### src/core/flash_host_pkg.sv
// Constants and types shared by the flash command host and its pin cycle engine
// Operation
// [RL1] Unlock pair then 90h enters signature mode
// [RL2] Signature reads select by address bits
// [RL3] Bits 0,1,6 low read maker code
// [RL4] Bit 0 high reads device code
// [RL5] Protect query: bit1 high, sector on 18:16
// [RL6] Protect query answers 01h or 00h
// [RL7] Third erase write is 80h at 5555h
// [RL8] Sixth erase write is 10h at 5555h
// [RL9] Bad sequence aborts back to array read
// [RL10] Device pre-programs 00h then erases to 0FFh
// [RL11] Reads after sixth write return status
// [RL12] No completion shown before 10 us
// [RL13] Unlock pair is AAh@5555h then 55h@2AAAh
// [RL14] Address on falling, data on rising strobe
// [RL15] F0h returns to array; wait 5 us
// [RL16] Polling bit 0 while erasing, 1 when done
// [RL17] Signature mode persists until reset command
package flash_host_pkg;

    localparam int ADDR_W = 19;
    localparam int DATA_W = 8;
    localparam int CNT_W = 12;
    localparam int BUS_CNT_W = 6;
    localparam int STEP_W = 3;

    // Clock and pin timing
    localparam int CLK_PERIOD_NS = 4;
    localparam int T_WP_NS = 50;
    localparam int T_WPH_NS = 20;
    localparam int T_ACC_NS = 150;
    localparam int T_STATUS_US = 10;
    localparam int T_RESET_US = 5;
    localparam logic [BUS_CNT_W-1:0] WP_CYCLES =
        BUS_CNT_W'((T_WP_NS + CLK_PERIOD_NS - 1) / CLK_PERIOD_NS);
    localparam logic [BUS_CNT_W-1:0] WPH_CYCLES =
        BUS_CNT_W'((T_WPH_NS + CLK_PERIOD_NS - 1) / CLK_PERIOD_NS);
    localparam logic [BUS_CNT_W-1:0] ACC_CYCLES =
        BUS_CNT_W'((T_ACC_NS + CLK_PERIOD_NS - 1) / CLK_PERIOD_NS);
    localparam logic [BUS_CNT_W-1:0] SYNC_LATENCY = 6'h02;
    localparam logic [CNT_W-1:0] STATUS_CYCLES =
        CNT_W'((T_STATUS_US * 1000 + CLK_PERIOD_NS - 1) / CLK_PERIOD_NS);
    localparam logic [CNT_W-1:0] RESET_CYCLES =
        CNT_W'((T_RESET_US * 1000 + CLK_PERIOD_NS - 1) / CLK_PERIOD_NS);

    // Command words and addresses
    localparam logic [ADDR_W-1:0] UNLOCK_ADDR_1 = 19'h05555;
    localparam logic [ADDR_W-1:0] UNLOCK_ADDR_2 = 19'h02aaa;
    localparam logic [ADDR_W-1:0] CMD_ADDR = 19'h05555;
    localparam logic [DATA_W-1:0] UNLOCK_DATA_1 = 8'haa;
    localparam logic [DATA_W-1:0] UNLOCK_DATA_2 = 8'h55;
    localparam logic [DATA_W-1:0] read_identity_cmd = 8'h90;
    localparam logic [DATA_W-1:0] erase_setup_cmd = 8'h80;
    localparam logic [DATA_W-1:0] whole_array_erase_cmd = 8'h10;
    localparam logic [DATA_W-1:0] reset_cmd = 8'hf0;
    localparam logic [DATA_W-1:0] SECTOR_PROTECTED = 8'h01;
    localparam logic [STEP_W-1:0] IDENT_WRITES = 3'h3;
    localparam logic [STEP_W-1:0] ERASE_WRITES = 3'h6;

    // Signature address selection
    localparam logic [ADDR_W-1:0] ID_MAKER_ADDR = 19'h00000;
    localparam logic [ADDR_W-1:0] ID_DEVICE_ADDR = 19'h00001;
    localparam logic [ADDR_W-1:0] ID_PROTECT_ADDR = 19'h00002;
    localparam int ID_SEL_BIT0 = 0;
    localparam int ID_SEL_BIT1 = 1;
    localparam int ID_SEL_BIT6 = 6;
    localparam int SECTOR_LSB = 16;
    localparam int SECTOR_MSB = 18;

    // Status bits
    localparam int polling_status_bit = 7;
    localparam int toggling_status_bit = 6;

    typedef enum logic [2:0] {
        OP_READ_ARRAY,
        OP_READ_MAKER,
        OP_READ_DEVICE,
        OP_READ_PROTECT,
        OP_ERASE_ALL,
        OP_RESET
    } op_type;

    typedef struct packed {
        op_type op;
        logic [ADDR_W-1:0] addr;
    } host_cmd_type;

    typedef struct packed {
        logic [ADDR_W-1:0] addr;
        logic [DATA_W-1:0] dq;
        logic dq_oe_n;
        logic ce_n;
        logic we_n;
        logic oe_n;
    } flash_pins_type;

endpackage

### src/core/flash_bus_cycle.sv
// One write or read cycle on the flash pins, write-enable controlled
`timescale 1ns/1ps
module flash_bus_cycle (
    // Clock and reset
    input wire logic clk_in,
    input wire logic reset_in,
    input wire logic clk_en_in,
    // Cycle request
    input wire logic start_in,
    input wire logic write_in,
    input wire logic [flash_host_pkg::ADDR_W-1:0] addr_in,
    input wire logic [flash_host_pkg::DATA_W-1:0] wdata_in,
    output logic done_out,
    output logic [flash_host_pkg::DATA_W-1:0] rdata_out,
    // Flash pins
    input wire logic [flash_host_pkg::DATA_W-1:0] dq_in,
    output flash_host_pkg::flash_pins_type pins_out
);
    import flash_host_pkg::*;

    typedef enum logic [1:0] {B_IDLE, B_SETUP, B_STROBE, B_RECOVER} bus_state_type;

    bus_state_type state_reg;
    logic write_reg;
    logic [BUS_CNT_W-1:0] cnt_reg;
    logic [DATA_W-1:0] sync1_reg, sync2_reg, sync3_reg;
    logic sample_ok;
    logic wp_end;
    logic wph_end;

    assign sample_ok = !write_reg && (cnt_reg >= ACC_CYCLES + SYNC_LATENCY)
                       && (sync2_reg == sync3_reg);
    assign wp_end = write_reg && (cnt_reg == WP_CYCLES - 6'h01);
    assign wph_end = cnt_reg == WPH_CYCLES - 6'h01;

    ////////////////////////////////////////////////////////////////////////
    // Pin data resynchronisation; only the later stages are compared
    always_ff @(posedge clk_in) begin
        if (reset_in) begin
            sync1_reg <= '0;
            sync2_reg <= '0;
            sync3_reg <= '0;
        end else if (clk_en_in) begin
            sync1_reg <= dq_in;
            sync2_reg <= sync1_reg;
            sync3_reg <= sync2_reg;
        end
    end

    ////////////////////////////////////////////////////////////////////////
    always_ff @(posedge clk_in) begin
        if (reset_in) begin
            state_reg <= B_IDLE;
            write_reg <= 1'b0;
            cnt_reg <= '0;
        end else if (clk_en_in) begin
            case (state_reg)
                B_IDLE: begin
                    cnt_reg <= '0;
                    if (start_in) begin
                        write_reg <= write_in;
                        state_reg <= B_SETUP;
                    end
                end
                B_SETUP: begin
                    state_reg <= B_STROBE;
                end
                B_STROBE: begin
                    if (wp_end || sample_ok) begin
                        cnt_reg <= '0;
                        state_reg <= B_RECOVER;
                    end else if (cnt_reg != '1) begin
                        cnt_reg <= cnt_reg + 6'h01;
                    end
                end
                default: begin
                    cnt_reg <= cnt_reg + 6'h01;
                    if (wph_end) begin
                        state_reg <= B_IDLE;
                    end
                end
            endcase
        end
    end

    ////////////////////////////////////////////////////////////////////////
    // Pin drive: address settles with chip enable a cycle before the strobe
    always_ff @(posedge clk_in) begin
        if (reset_in) begin
            pins_out.addr <= '0;
            pins_out.dq <= '0;
            pins_out.dq_oe_n <= 1'b1;
            pins_out.ce_n <= 1'b1;
            pins_out.we_n <= 1'b1;
            pins_out.oe_n <= 1'b1;
        end else if (clk_en_in) begin
            case (state_reg)
                B_IDLE: begin
                    if (start_in) begin
                        pins_out.addr <= addr_in;
                        pins_out.dq <= wdata_in;
                        pins_out.dq_oe_n <= !write_in;
                        pins_out.ce_n <= 1'b0;
                    end
                end
                B_SETUP: begin
                    // [RL14] Address latch edge
                    pins_out.we_n <= !write_reg;
                    pins_out.oe_n <= write_reg;
                end
                B_STROBE: begin
                    // [RL14] Data latch edge
                    if (wp_end || sample_ok) begin
                        pins_out.we_n <= 1'b1;
                        pins_out.oe_n <= 1'b1;
                    end
                end
                default: begin
                    // Data held one cycle past the rising strobe
                    pins_out.ce_n <= 1'b1;
                    pins_out.dq_oe_n <= 1'b1;
                end
            endcase
        end
    end

    ////////////////////////////////////////////////////////////////////////
    always_ff @(posedge clk_in) begin
        if (reset_in) begin
            done_out <= 1'b0;
            rdata_out <= '0;
        end else if (clk_en_in) begin
            done_out <= (state_reg == B_RECOVER) && wph_end;
            if (state_reg == B_STROBE && sample_ok) begin
                rdata_out <= sync3_reg;
            end
        end
    end

endmodule

### src/core/flash_cmd_host.sv
// Host sequencer issuing signature reads, whole array erase and reset to the flash
`timescale 1ns/1ps
module flash_cmd_host (
    // Clock and reset
    input wire logic clk_in,
    input wire logic reset_in,
    input wire logic clk_en_in,
    // Command port
    input wire logic cmd_valid_in,
    input flash_host_pkg::host_cmd_type cmd_in,
    output logic cmd_ready_out,
    output logic done_out,
    output logic [flash_host_pkg::DATA_W-1:0] result_out,
    // Flash pins
    input wire logic [flash_host_pkg::DATA_W-1:0] dq_in,
    output flash_host_pkg::flash_pins_type pins_out
);
    import flash_host_pkg::*;

    typedef enum logic [3:0] {
        S_IDLE, S_WRITE, S_WR_WAIT, S_READ, S_RD_WAIT,
        S_EXIT, S_EX_WAIT, S_HOLD, S_DONE
    } host_state_type;

    host_state_type state_reg;
    op_type op_reg;
    logic [ADDR_W-1:0] addr_reg;
    logic [STEP_W-1:0] step_reg;
    logic [CNT_W-1:0] hold_cnt_reg, hold_limit_reg, since_wr_reg;
    logic bus_start_reg, bus_write_reg;
    logic [ADDR_W-1:0] bus_addr_reg;
    logic [DATA_W-1:0] bus_data_reg;
    logic bus_done;
    logic [DATA_W-1:0] bus_rdata;

    function automatic logic is_ident(input op_type op);
        return op == OP_READ_MAKER || op == OP_READ_DEVICE || op == OP_READ_PROTECT;
    endfunction

    function automatic logic [STEP_W-1:0] write_count(input op_type op);
        if (op == OP_ERASE_ALL) begin
            return ERASE_WRITES;
        end else if (is_ident(op)) begin
            return IDENT_WRITES;
        end
        return '0;
    endfunction

    // Address and data of each write in an unlocked command sequence
    function automatic logic [ADDR_W+DATA_W-1:0] seq_word(input op_type op,
                                                        input logic [STEP_W-1:0] step);
        // [RL1] [RL7] [RL8] Command word placement
        case (step)
            3'h0, 3'h3: return {UNLOCK_ADDR_1, UNLOCK_DATA_1};
            3'h1, 3'h4: return {UNLOCK_ADDR_2, UNLOCK_DATA_2};
            3'h2: return (op == OP_ERASE_ALL) ? {CMD_ADDR, erase_setup_cmd}
                                              : {CMD_ADDR, read_identity_cmd};
            default: return {CMD_ADDR, whole_array_erase_cmd};
        endcase
    endfunction

    function automatic logic [ADDR_W-1:0] read_addr(input op_type op,
                                                    input logic [ADDR_W-1:0] addr);
        // [RL5] Sector on upper bits
        case (op)
            OP_READ_MAKER: return ID_MAKER_ADDR;
            OP_READ_DEVICE: return ID_DEVICE_ADDR;
            OP_READ_PROTECT: return {addr[SECTOR_MSB:SECTOR_LSB],
                                     ID_PROTECT_ADDR[SECTOR_LSB-1:0]};
            default: return addr;
        endcase
    endfunction

    flash_bus_cycle bus_cycle (
        .clk_in(clk_in),
        .reset_in(reset_in),
        .clk_en_in(clk_en_in),
        .start_in(bus_start_reg),
        .write_in(bus_write_reg),
        .addr_in(bus_addr_reg),
        .wdata_in(bus_data_reg),
        .done_out(bus_done),
        .rdata_out(bus_rdata),
        .dq_in(dq_in),
        .pins_out(pins_out)
    );

    ////////////////////////////////////////////////////////////////////////
    // Command sequencing
    always_ff @(posedge clk_in) begin
        if (reset_in) begin
            state_reg <= S_IDLE;
            op_reg <= OP_READ_ARRAY;
            addr_reg <= '0;
            step_reg <= '0;
            hold_limit_reg <= '0;
            bus_start_reg <= 1'b0;
            bus_write_reg <= 1'b0;
            bus_addr_reg <= '0;
            bus_data_reg <= '0;
            cmd_ready_out <= 1'b1;
            done_out <= 1'b0;
            result_out <= '0;
        end else if (clk_en_in) begin
            bus_start_reg <= 1'b0;
            done_out <= 1'b0;
            case (state_reg)
                S_IDLE: begin
                    if (cmd_valid_in) begin
                        op_reg <= cmd_in.op;
                        addr_reg <= cmd_in.addr;
                        step_reg <= '0;
                        cmd_ready_out <= 1'b0;
                        if (write_count(cmd_in.op) != '0) begin
                            state_reg <= S_WRITE;
                        end else if (cmd_in.op == OP_RESET) begin
                            state_reg <= S_EXIT;
                        end else begin
                            state_reg <= S_READ;
                        end
                    end
                end
                S_WRITE: begin
                    // [RL13] Unlock pairs and command words
                    bus_start_reg <= 1'b1;
                    bus_write_reg <= 1'b1;
                    {bus_addr_reg, bus_data_reg} <= seq_word(op_reg, step_reg);
                    state_reg <= S_WR_WAIT;
                end
                S_WR_WAIT: begin
                    if (bus_done) begin
                        if (step_reg == write_count(op_reg) - 3'h1) begin
                            // [RL12] Settle before the first status read
                            hold_limit_reg <= STATUS_CYCLES;
                            state_reg <= (op_reg == OP_ERASE_ALL) ? S_HOLD : S_READ;
                        end else begin
                            step_reg <= step_reg + 3'h1;
                            state_reg <= S_WRITE;
                        end
                    end
                end
                S_READ: begin
                    // [RL2] Signature selection on the read address
                    bus_start_reg <= 1'b1;
                    bus_write_reg <= 1'b0;
                    bus_addr_reg <= read_addr(op_reg, addr_reg);
                    state_reg <= S_RD_WAIT;
                end
                S_RD_WAIT: begin
                    if (bus_done) begin
                        result_out <= bus_rdata;
                        // [RL16] Poll until the erase reports finished
                        if (op_reg == OP_ERASE_ALL && !bus_rdata[polling_status_bit]) begin
                            state_reg <= S_READ;
                        end else if (is_ident(op_reg)) begin
                            // [RL17] Leave signature mode explicitly
                            state_reg <= S_EXIT;
                        end else begin
                            state_reg <= S_DONE;
                        end
                    end
                end
                S_EXIT: begin
                    // [RL15] Single reset write
                    bus_start_reg <= 1'b1;
                    bus_write_reg <= 1'b1;
                    bus_addr_reg <= CMD_ADDR;
                    bus_data_reg <= reset_cmd;
                    state_reg <= S_EX_WAIT;
                end
                S_EX_WAIT: begin
                    if (bus_done) begin
                        hold_limit_reg <= RESET_CYCLES;
                        state_reg <= S_HOLD;
                    end
                end
                S_HOLD: begin
                    if (hold_cnt_reg == hold_limit_reg - 12'h001) begin
                        state_reg <= (op_reg == OP_ERASE_ALL) ? S_READ : S_DONE;
                    end
                end
                default: begin
                    done_out <= 1'b1;
                    cmd_ready_out <= 1'b1;
                    state_reg <= S_IDLE;
                end
            endcase
        end
    end

    ////////////////////////////////////////////////////////////////////////
    // Wait counters; the trailing one times every gap after a write
    always_ff @(posedge clk_in) begin
        if (reset_in) begin
            hold_cnt_reg <= '0;
            since_wr_reg <= '0;
        end else if (clk_en_in) begin
            hold_cnt_reg <= (state_reg == S_HOLD) ? hold_cnt_reg + 12'h001 : '0;
            if (bus_done && bus_write_reg) begin
                since_wr_reg <= '0;
            end else if (since_wr_reg != '1) begin
                since_wr_reg <= since_wr_reg + 12'h001;
            end
        end
    end
endmodule

### config.mk
export PLATFORM = sky130hd
export DESIGN_NAME = flash_cmd_host
export DESIGN_NICKNAME = d
export VERILOG_FILES = /design/src/core/flash_host_pkg.sv /design/src/core/flash_bus_cycle.sv /design/src/core/flash_cmd_host.sv
export SDC_FILE = /design/constraint.sdc
export NUM_CORES = 1
export LEC_CHECK = 0
export BUFFER_PORTS_ARGS = -buffer_cell sky130_fd_sc_hd__clkbuf_2
export CORE_MARGIN = 4
export CORE_UTILIZATION = 63
export CTS_CLUSTER_SIZE = 25
export DETAILED_ROUTE_END_ITERATION = 12
export PLACE_DENSITY = 0.85
export SYNTH_ARGS = -nofsm -noshare
export SYNTH_HDL_FRONTEND = slang
export SYNTH_SLANG_ARGS = --single-unit
### constraint.sdc
create_clock -name clk_in -period 5.95 [get_ports clk_in]
set_clock_uncertainty 0.1 [all_clocks]
set_input_delay 0.2975 -clock clk_in [delete_from_list [all_inputs] [get_ports clk_in]]
set_output_delay 0.2975 -clock clk_in [all_outputs]
set_load 0.03 [all_outputs]
* After elaboration in Yosys (flattened, before gate mapping) *
Index checks and enable logic that the tools add are counted.

operators by class
  add/subtract/negate cells = 5
  order comparisons = 1
  equality and inequality tests = 39
  muxes and demuxes = 68
  bitwise operators = 3
  reduce and logical (&&, ||, !) cells = 47

operators by type and width
  kind                   number
  $pmux 19 s3            2
  $pmux 23 s3            1
  $mux 3                 21
  $mux 12                4
  $mux 4                 8
  $pmux 4 s8             1
  $pmux 12 s2            1
  $reduce_and 3->1       7
  $eq 3x2->1 const B     6
  $pmux 6 s3             1
  $eq 4x3->1 const B     4
  $pmux 8 s2             1
  $mux 1                 15
  $add 12x1->12 const B  1
  $eq 12x12->1           1
  $eq 3x3->1 const B     4
  $mux 6                 2
  $sub 12x1->12 const B  1
  $ne 2x2->1 const B     5
  $reduce_and 5->1       2
  $reduce_bool 2->1      5
  $eq 3x1->1 const B     3
  $eq 4x2->1 const B     2
  $eq 8x8->1             1
  other kinds (35)       64

storage, ports and cells
  register bits after elaboration = 165
  input bits = 34
  output and inout bits = 41
  word-level logic and storage cells = 190

* Depth between registers and ports, before layout *
  depth after elaboration = 19
  mapped depth = 8
  mapped depth without buffers = 8

* By module *
Synthesis repeated with hierarchy kept, for this count alone.

second synthesis, totals
  cells, all modules = 806
  area, all modules = 6824.0 sq um

by module, submodules not included
  module           instances  cells each  area an instance (sq um)
  flash_cmd_host   1          471         3814.9
  flash_bus_cycle  1          335         3009.1

* Worst setup path after synthesis *
No wires, ideal clock.

  kind = reg-to-reg
  start = register hold_limit_reg[8]
  end = register state_reg[1]
  arrival = 1.854 ns
  slack = 3.871 ns
  cell stages (with the launch flop) = 7
  buffers on the path = 0
  cells stage by stage = dfxtp_1 inv_1 ha_1 or3_1 a211oi_1 a41oi_1 o41a_1

on the way
  word-level cells in the longest chain between the ends = 4

RTL lines
  element                            line                   text
  start, declared                    flash_cmd_host.sv:29   logic [CNT_W-1:0] hold_cnt_reg, hold_limit_reg, since_wr_reg;
  start signal, assigned             flash_cmd_host.sv:96   hold_limit_reg <= '0;
  start signal, assigned             flash_cmd_host.sv:134  hold_limit_reg <= STATUS_CYCLES;
  start signal, assigned             flash_cmd_host.sv:173  hold_limit_reg <= RESET_CYCLES;
  $sub 12x1->12                      flash_cmd_host.sv:178  if (hold_cnt_reg == hold_limit_reg - 12'h001) begin
  $eq 12x12->1                       flash_cmd_host.sv:178
  $ne 2x2->1 (no source line)        --
  $reduce_and 6->1 (no source line)  --
  end signal, assigned               flash_cmd_host.sv:135  state_reg <= (op_reg == OP_ERASE_ALL) ? S_HOLD : S_READ;
  end signal, assigned               flash_cmd_host.sv:179  state_reg <= (op_reg == OP_ERASE_ALL) ? S_READ : S_DONE;
  end, declared                      flash_cmd_host.sv:25   host_state_type state_reg;

Every way passes these cells.
A chain may end at the register's enable or synchronous reset.

* Worst setup path in the final report *
  start = register state_reg[1]
  end = register step_reg[2]

on the way
  word-level cells in the longest chain between the ends = 3
  elaborated cells between the ends (all ways) = 8
  those cells by class = 4 x eq/ne; 1 x mux; 3 x reduce/logical

RTL lines
  element                                                    line                   text
  $eq 4x2->1 or $logic_not 4->1 (tied branches)              flash_cmd_host.sv:107  case (state_reg)
  $ne 2x2->1 (no source line), or another cell as far along  --
  $reduce_and 5->1 (no source line)                          --
  end signal, assigned                                       flash_cmd_host.sv:137  step_reg <= step_reg + 3'h1;
  end, declared                                              flash_cmd_host.sv:28   logic [STEP_W-1:0] step_reg;

Several ways; a longest one is shown, not always the timed one.

==> flow_summary.ini <==
[status]
status = finished clean

[cts]
cts_resized = 0
clock_sinks = 152
cts_setup_buffers = 0
cts_buffers = 17
clockBufferDepth = 2
cts.htree.levels = 4
path_clk_slew_ns = 0.07
cts_tree = built
root_buffer = clkbuf_8
cts_hold_buf = 30
clk_latency_ns = 0.53

[setup_path]
critPathSlowestCell = nor3_4
crit-reg2reg-launch = state_reg[1]
timing.rr.end = step_reg[2]
cp.buffers_inverters = 0
slowest_delay_ns = 0.81
crit_family = simple AND/OR/NAND/NOR gates
crit_fanout = 25
criticalPathCategory = reg -> reg
crit_chain = or2_2, nor3_4, nor2_2, or3_1, a21oi_1
rr_worst_depth = 5
required_ns = 6.30
r2r_setup_slack_ns = 3.36
arrival_ns = 2.94
cp-start-kind = register
endpoint_kind = register

[floorplanning]
coreArea_sq_um = 10300
initial_core_util = 0.645
die_h_um = 111
dieArea_sq_um = 12200
die_w_um = 111
ios = 75
rows = 37

[route]
num_vias = 5738
drc_errors = 0
via_per_inst = 5.69
dr.first_iter.drc_count = 428
detail_route.wirelength_um = 15300
wl_per_cell_um = 15.2
ant_nets = 0
drt_first_pass_iters = 5

[logic_synthesis]
synthArstFlopShare = 0
yosys.area.top_type = dfxtp_1
synth_most_common_cell = dfxtp_1
avgSynthCellArea_sq_um = 8.47
synth_seq_cells = 152
synth_common_cells = 152 x dfxtp_1, 138 x nand2_1, 111 x nor2_1, 68 x a21oi_1, 43 x mux2i_1
synthCells = 782
ys_warn_count = 0
synth_ff_type = dfxtp_1
ys_top_cells_by_area = dfxtp_1 46%, nand2_1 7.8%, mux2i_1 6.5%
yosysUniqueCellTypes = 64
synth_top_area_frac = 0.459
ys_seq_area_frac = 0.459
synth_edf_count = 0
synth_area_sq_um = 6620
syn_nets = 831

[power]
max-vdd-ir-drop_mv = 0.243
p_leak_nw = 3.13
pwr_density_cell_nw_per_um2 = 301

[timing]
drv_slew = 0
relSlewSlack = 0.276
fin_crit_ns = 2.59
setup_viol_count_final = 0
rsz0062_at_grt = false
fin_setup_tns_ns = 0
final-hold-violation-count = 0
fmax_mhz = 386
period_share = 0.435
worst_pin_slew_ns = 1.09

[placement]
place_area_sq_um = 6980
numPortBuffers = 74
post-dp-hpwl_um = 9720
place_congestion = 0.773

[run]
max_cap_violations = 0

[global_routing]
grt_overflow_total = 0
grt_pass1_wl_um = 26900
grt_pass1_vias = 5710
antenna_found_initial = 0
grt_max_degree = 113
grt_usage = 0.261

[cells_and_area]
syn_to_final_growth_pct = 18.4
finalInstanceArea_sq_um = 7840
largest_register_ffs = 29
drive_above_1_share = 0.145
n_antenna_cell = 0
nets = 909

[hold_path]
min_from = reset_in
whs_endpoint = bus_cycle.pins_out[20]
min-delay-path-class = in -> reg
whs_path_depth = 2
cells by family after synthesis:
| family | after synthesis | synth area share |
|---|---|---|
| adder cells (fa/ha/maj) | 15 | 0.0283 |
| AND/OR/NAND/NOR | 335 | 0.228 |
| XOR/XNOR | 27 | 0.0357 |
| flip-flops | 152 | 0.459 |
| AO/OA/AOI/OAI | 146 | 0.143 |
| buffers and inverters | 64 | 0.0406 |
| multiplexers | 43 | 0.0650 |
report_power, final:
part           internal [mW]  switching [mW]
registers               1.06          0.0467
clock network          0.560           0.449
logic                 0.0970           0.148
final cells by class:
type / count / area, sq um
multi-input cells: 566 / 3310
flip-flops and latches: 152 / 3040
fillers: 707 / 2440
repair buffers: 107 / 696
clock buffers: 20 / 455
well taps: 136 / 170
clock inverters: 12 / 104
inverters: 16 / 60.1
layout by cell type, fill, tap and decap left out, drive strengths merged, types with 12 or more instances in the layout:
cell         count
o21ai           12
inv             24
dfxtp          152
mux2i           43
clkbuf          93
a211oi          20
nor2           113
ha              15
dlygate4sd3     30
nor3            12
a21oi           69
xor2            22
nand2          138
nand3           19
layer usage:
layer	vias to the layer above	routed length [um]	global-route usage
li1	2825	-	-
met1	2664	6280	0.315
met2	212	7710	0.439
met3	37	890	0.0597
met4	0	412	0.127
met5	-	0	0
stage by stage:
| step | utilization | hold slack [ns] | total power, mW | instances | setup WS, ns |
|---|---|---|---|---|---|
| 2_1_floorplan | - | 0.329 | 1.30 | 782 | 3.87 |
| 3_3_place_gp | 0.679 | 0.342 | 1.34 | 947 | 3.27 |
| 3_5_place_dp | 0.679 | 0.347 | 1.35 | 947 | 3.16 |
| 4_1_cts | 0.763 | 0.0158 | 2.37 | 1009 | 3.45 |
| 5_1_grt | 0.763 | 0.0412 | 2.46 | 1009 | 3.17 |
| 6_report | 0.763 | 0.0487 | 2.36 | 1009 | 3.36 |
how the worst max path moves through the flow:
| stage | start | to | slack, ns | cells past startpoint |
|---|---|---|---|---|
| global route | state_reg[1] | bus_addr_reg[14] | 3.17 | 4 |
| finish | state_reg[1] | step_reg[2] | 3.36 | 5 |
| CTS | state_reg[2] | step_reg[2] | 3.45 | 5 |
| floorplan | hold_limit_reg[8] | state_reg[1] | 3.87 | 6 |
| detailed placement | clk_en_in | step_reg[2] | 3.16 | 7 |
| global placement | clk_en_in | step_reg[2] | 3.27 | 7 |
Note: power is estimated with default switching activity, not from simulation.
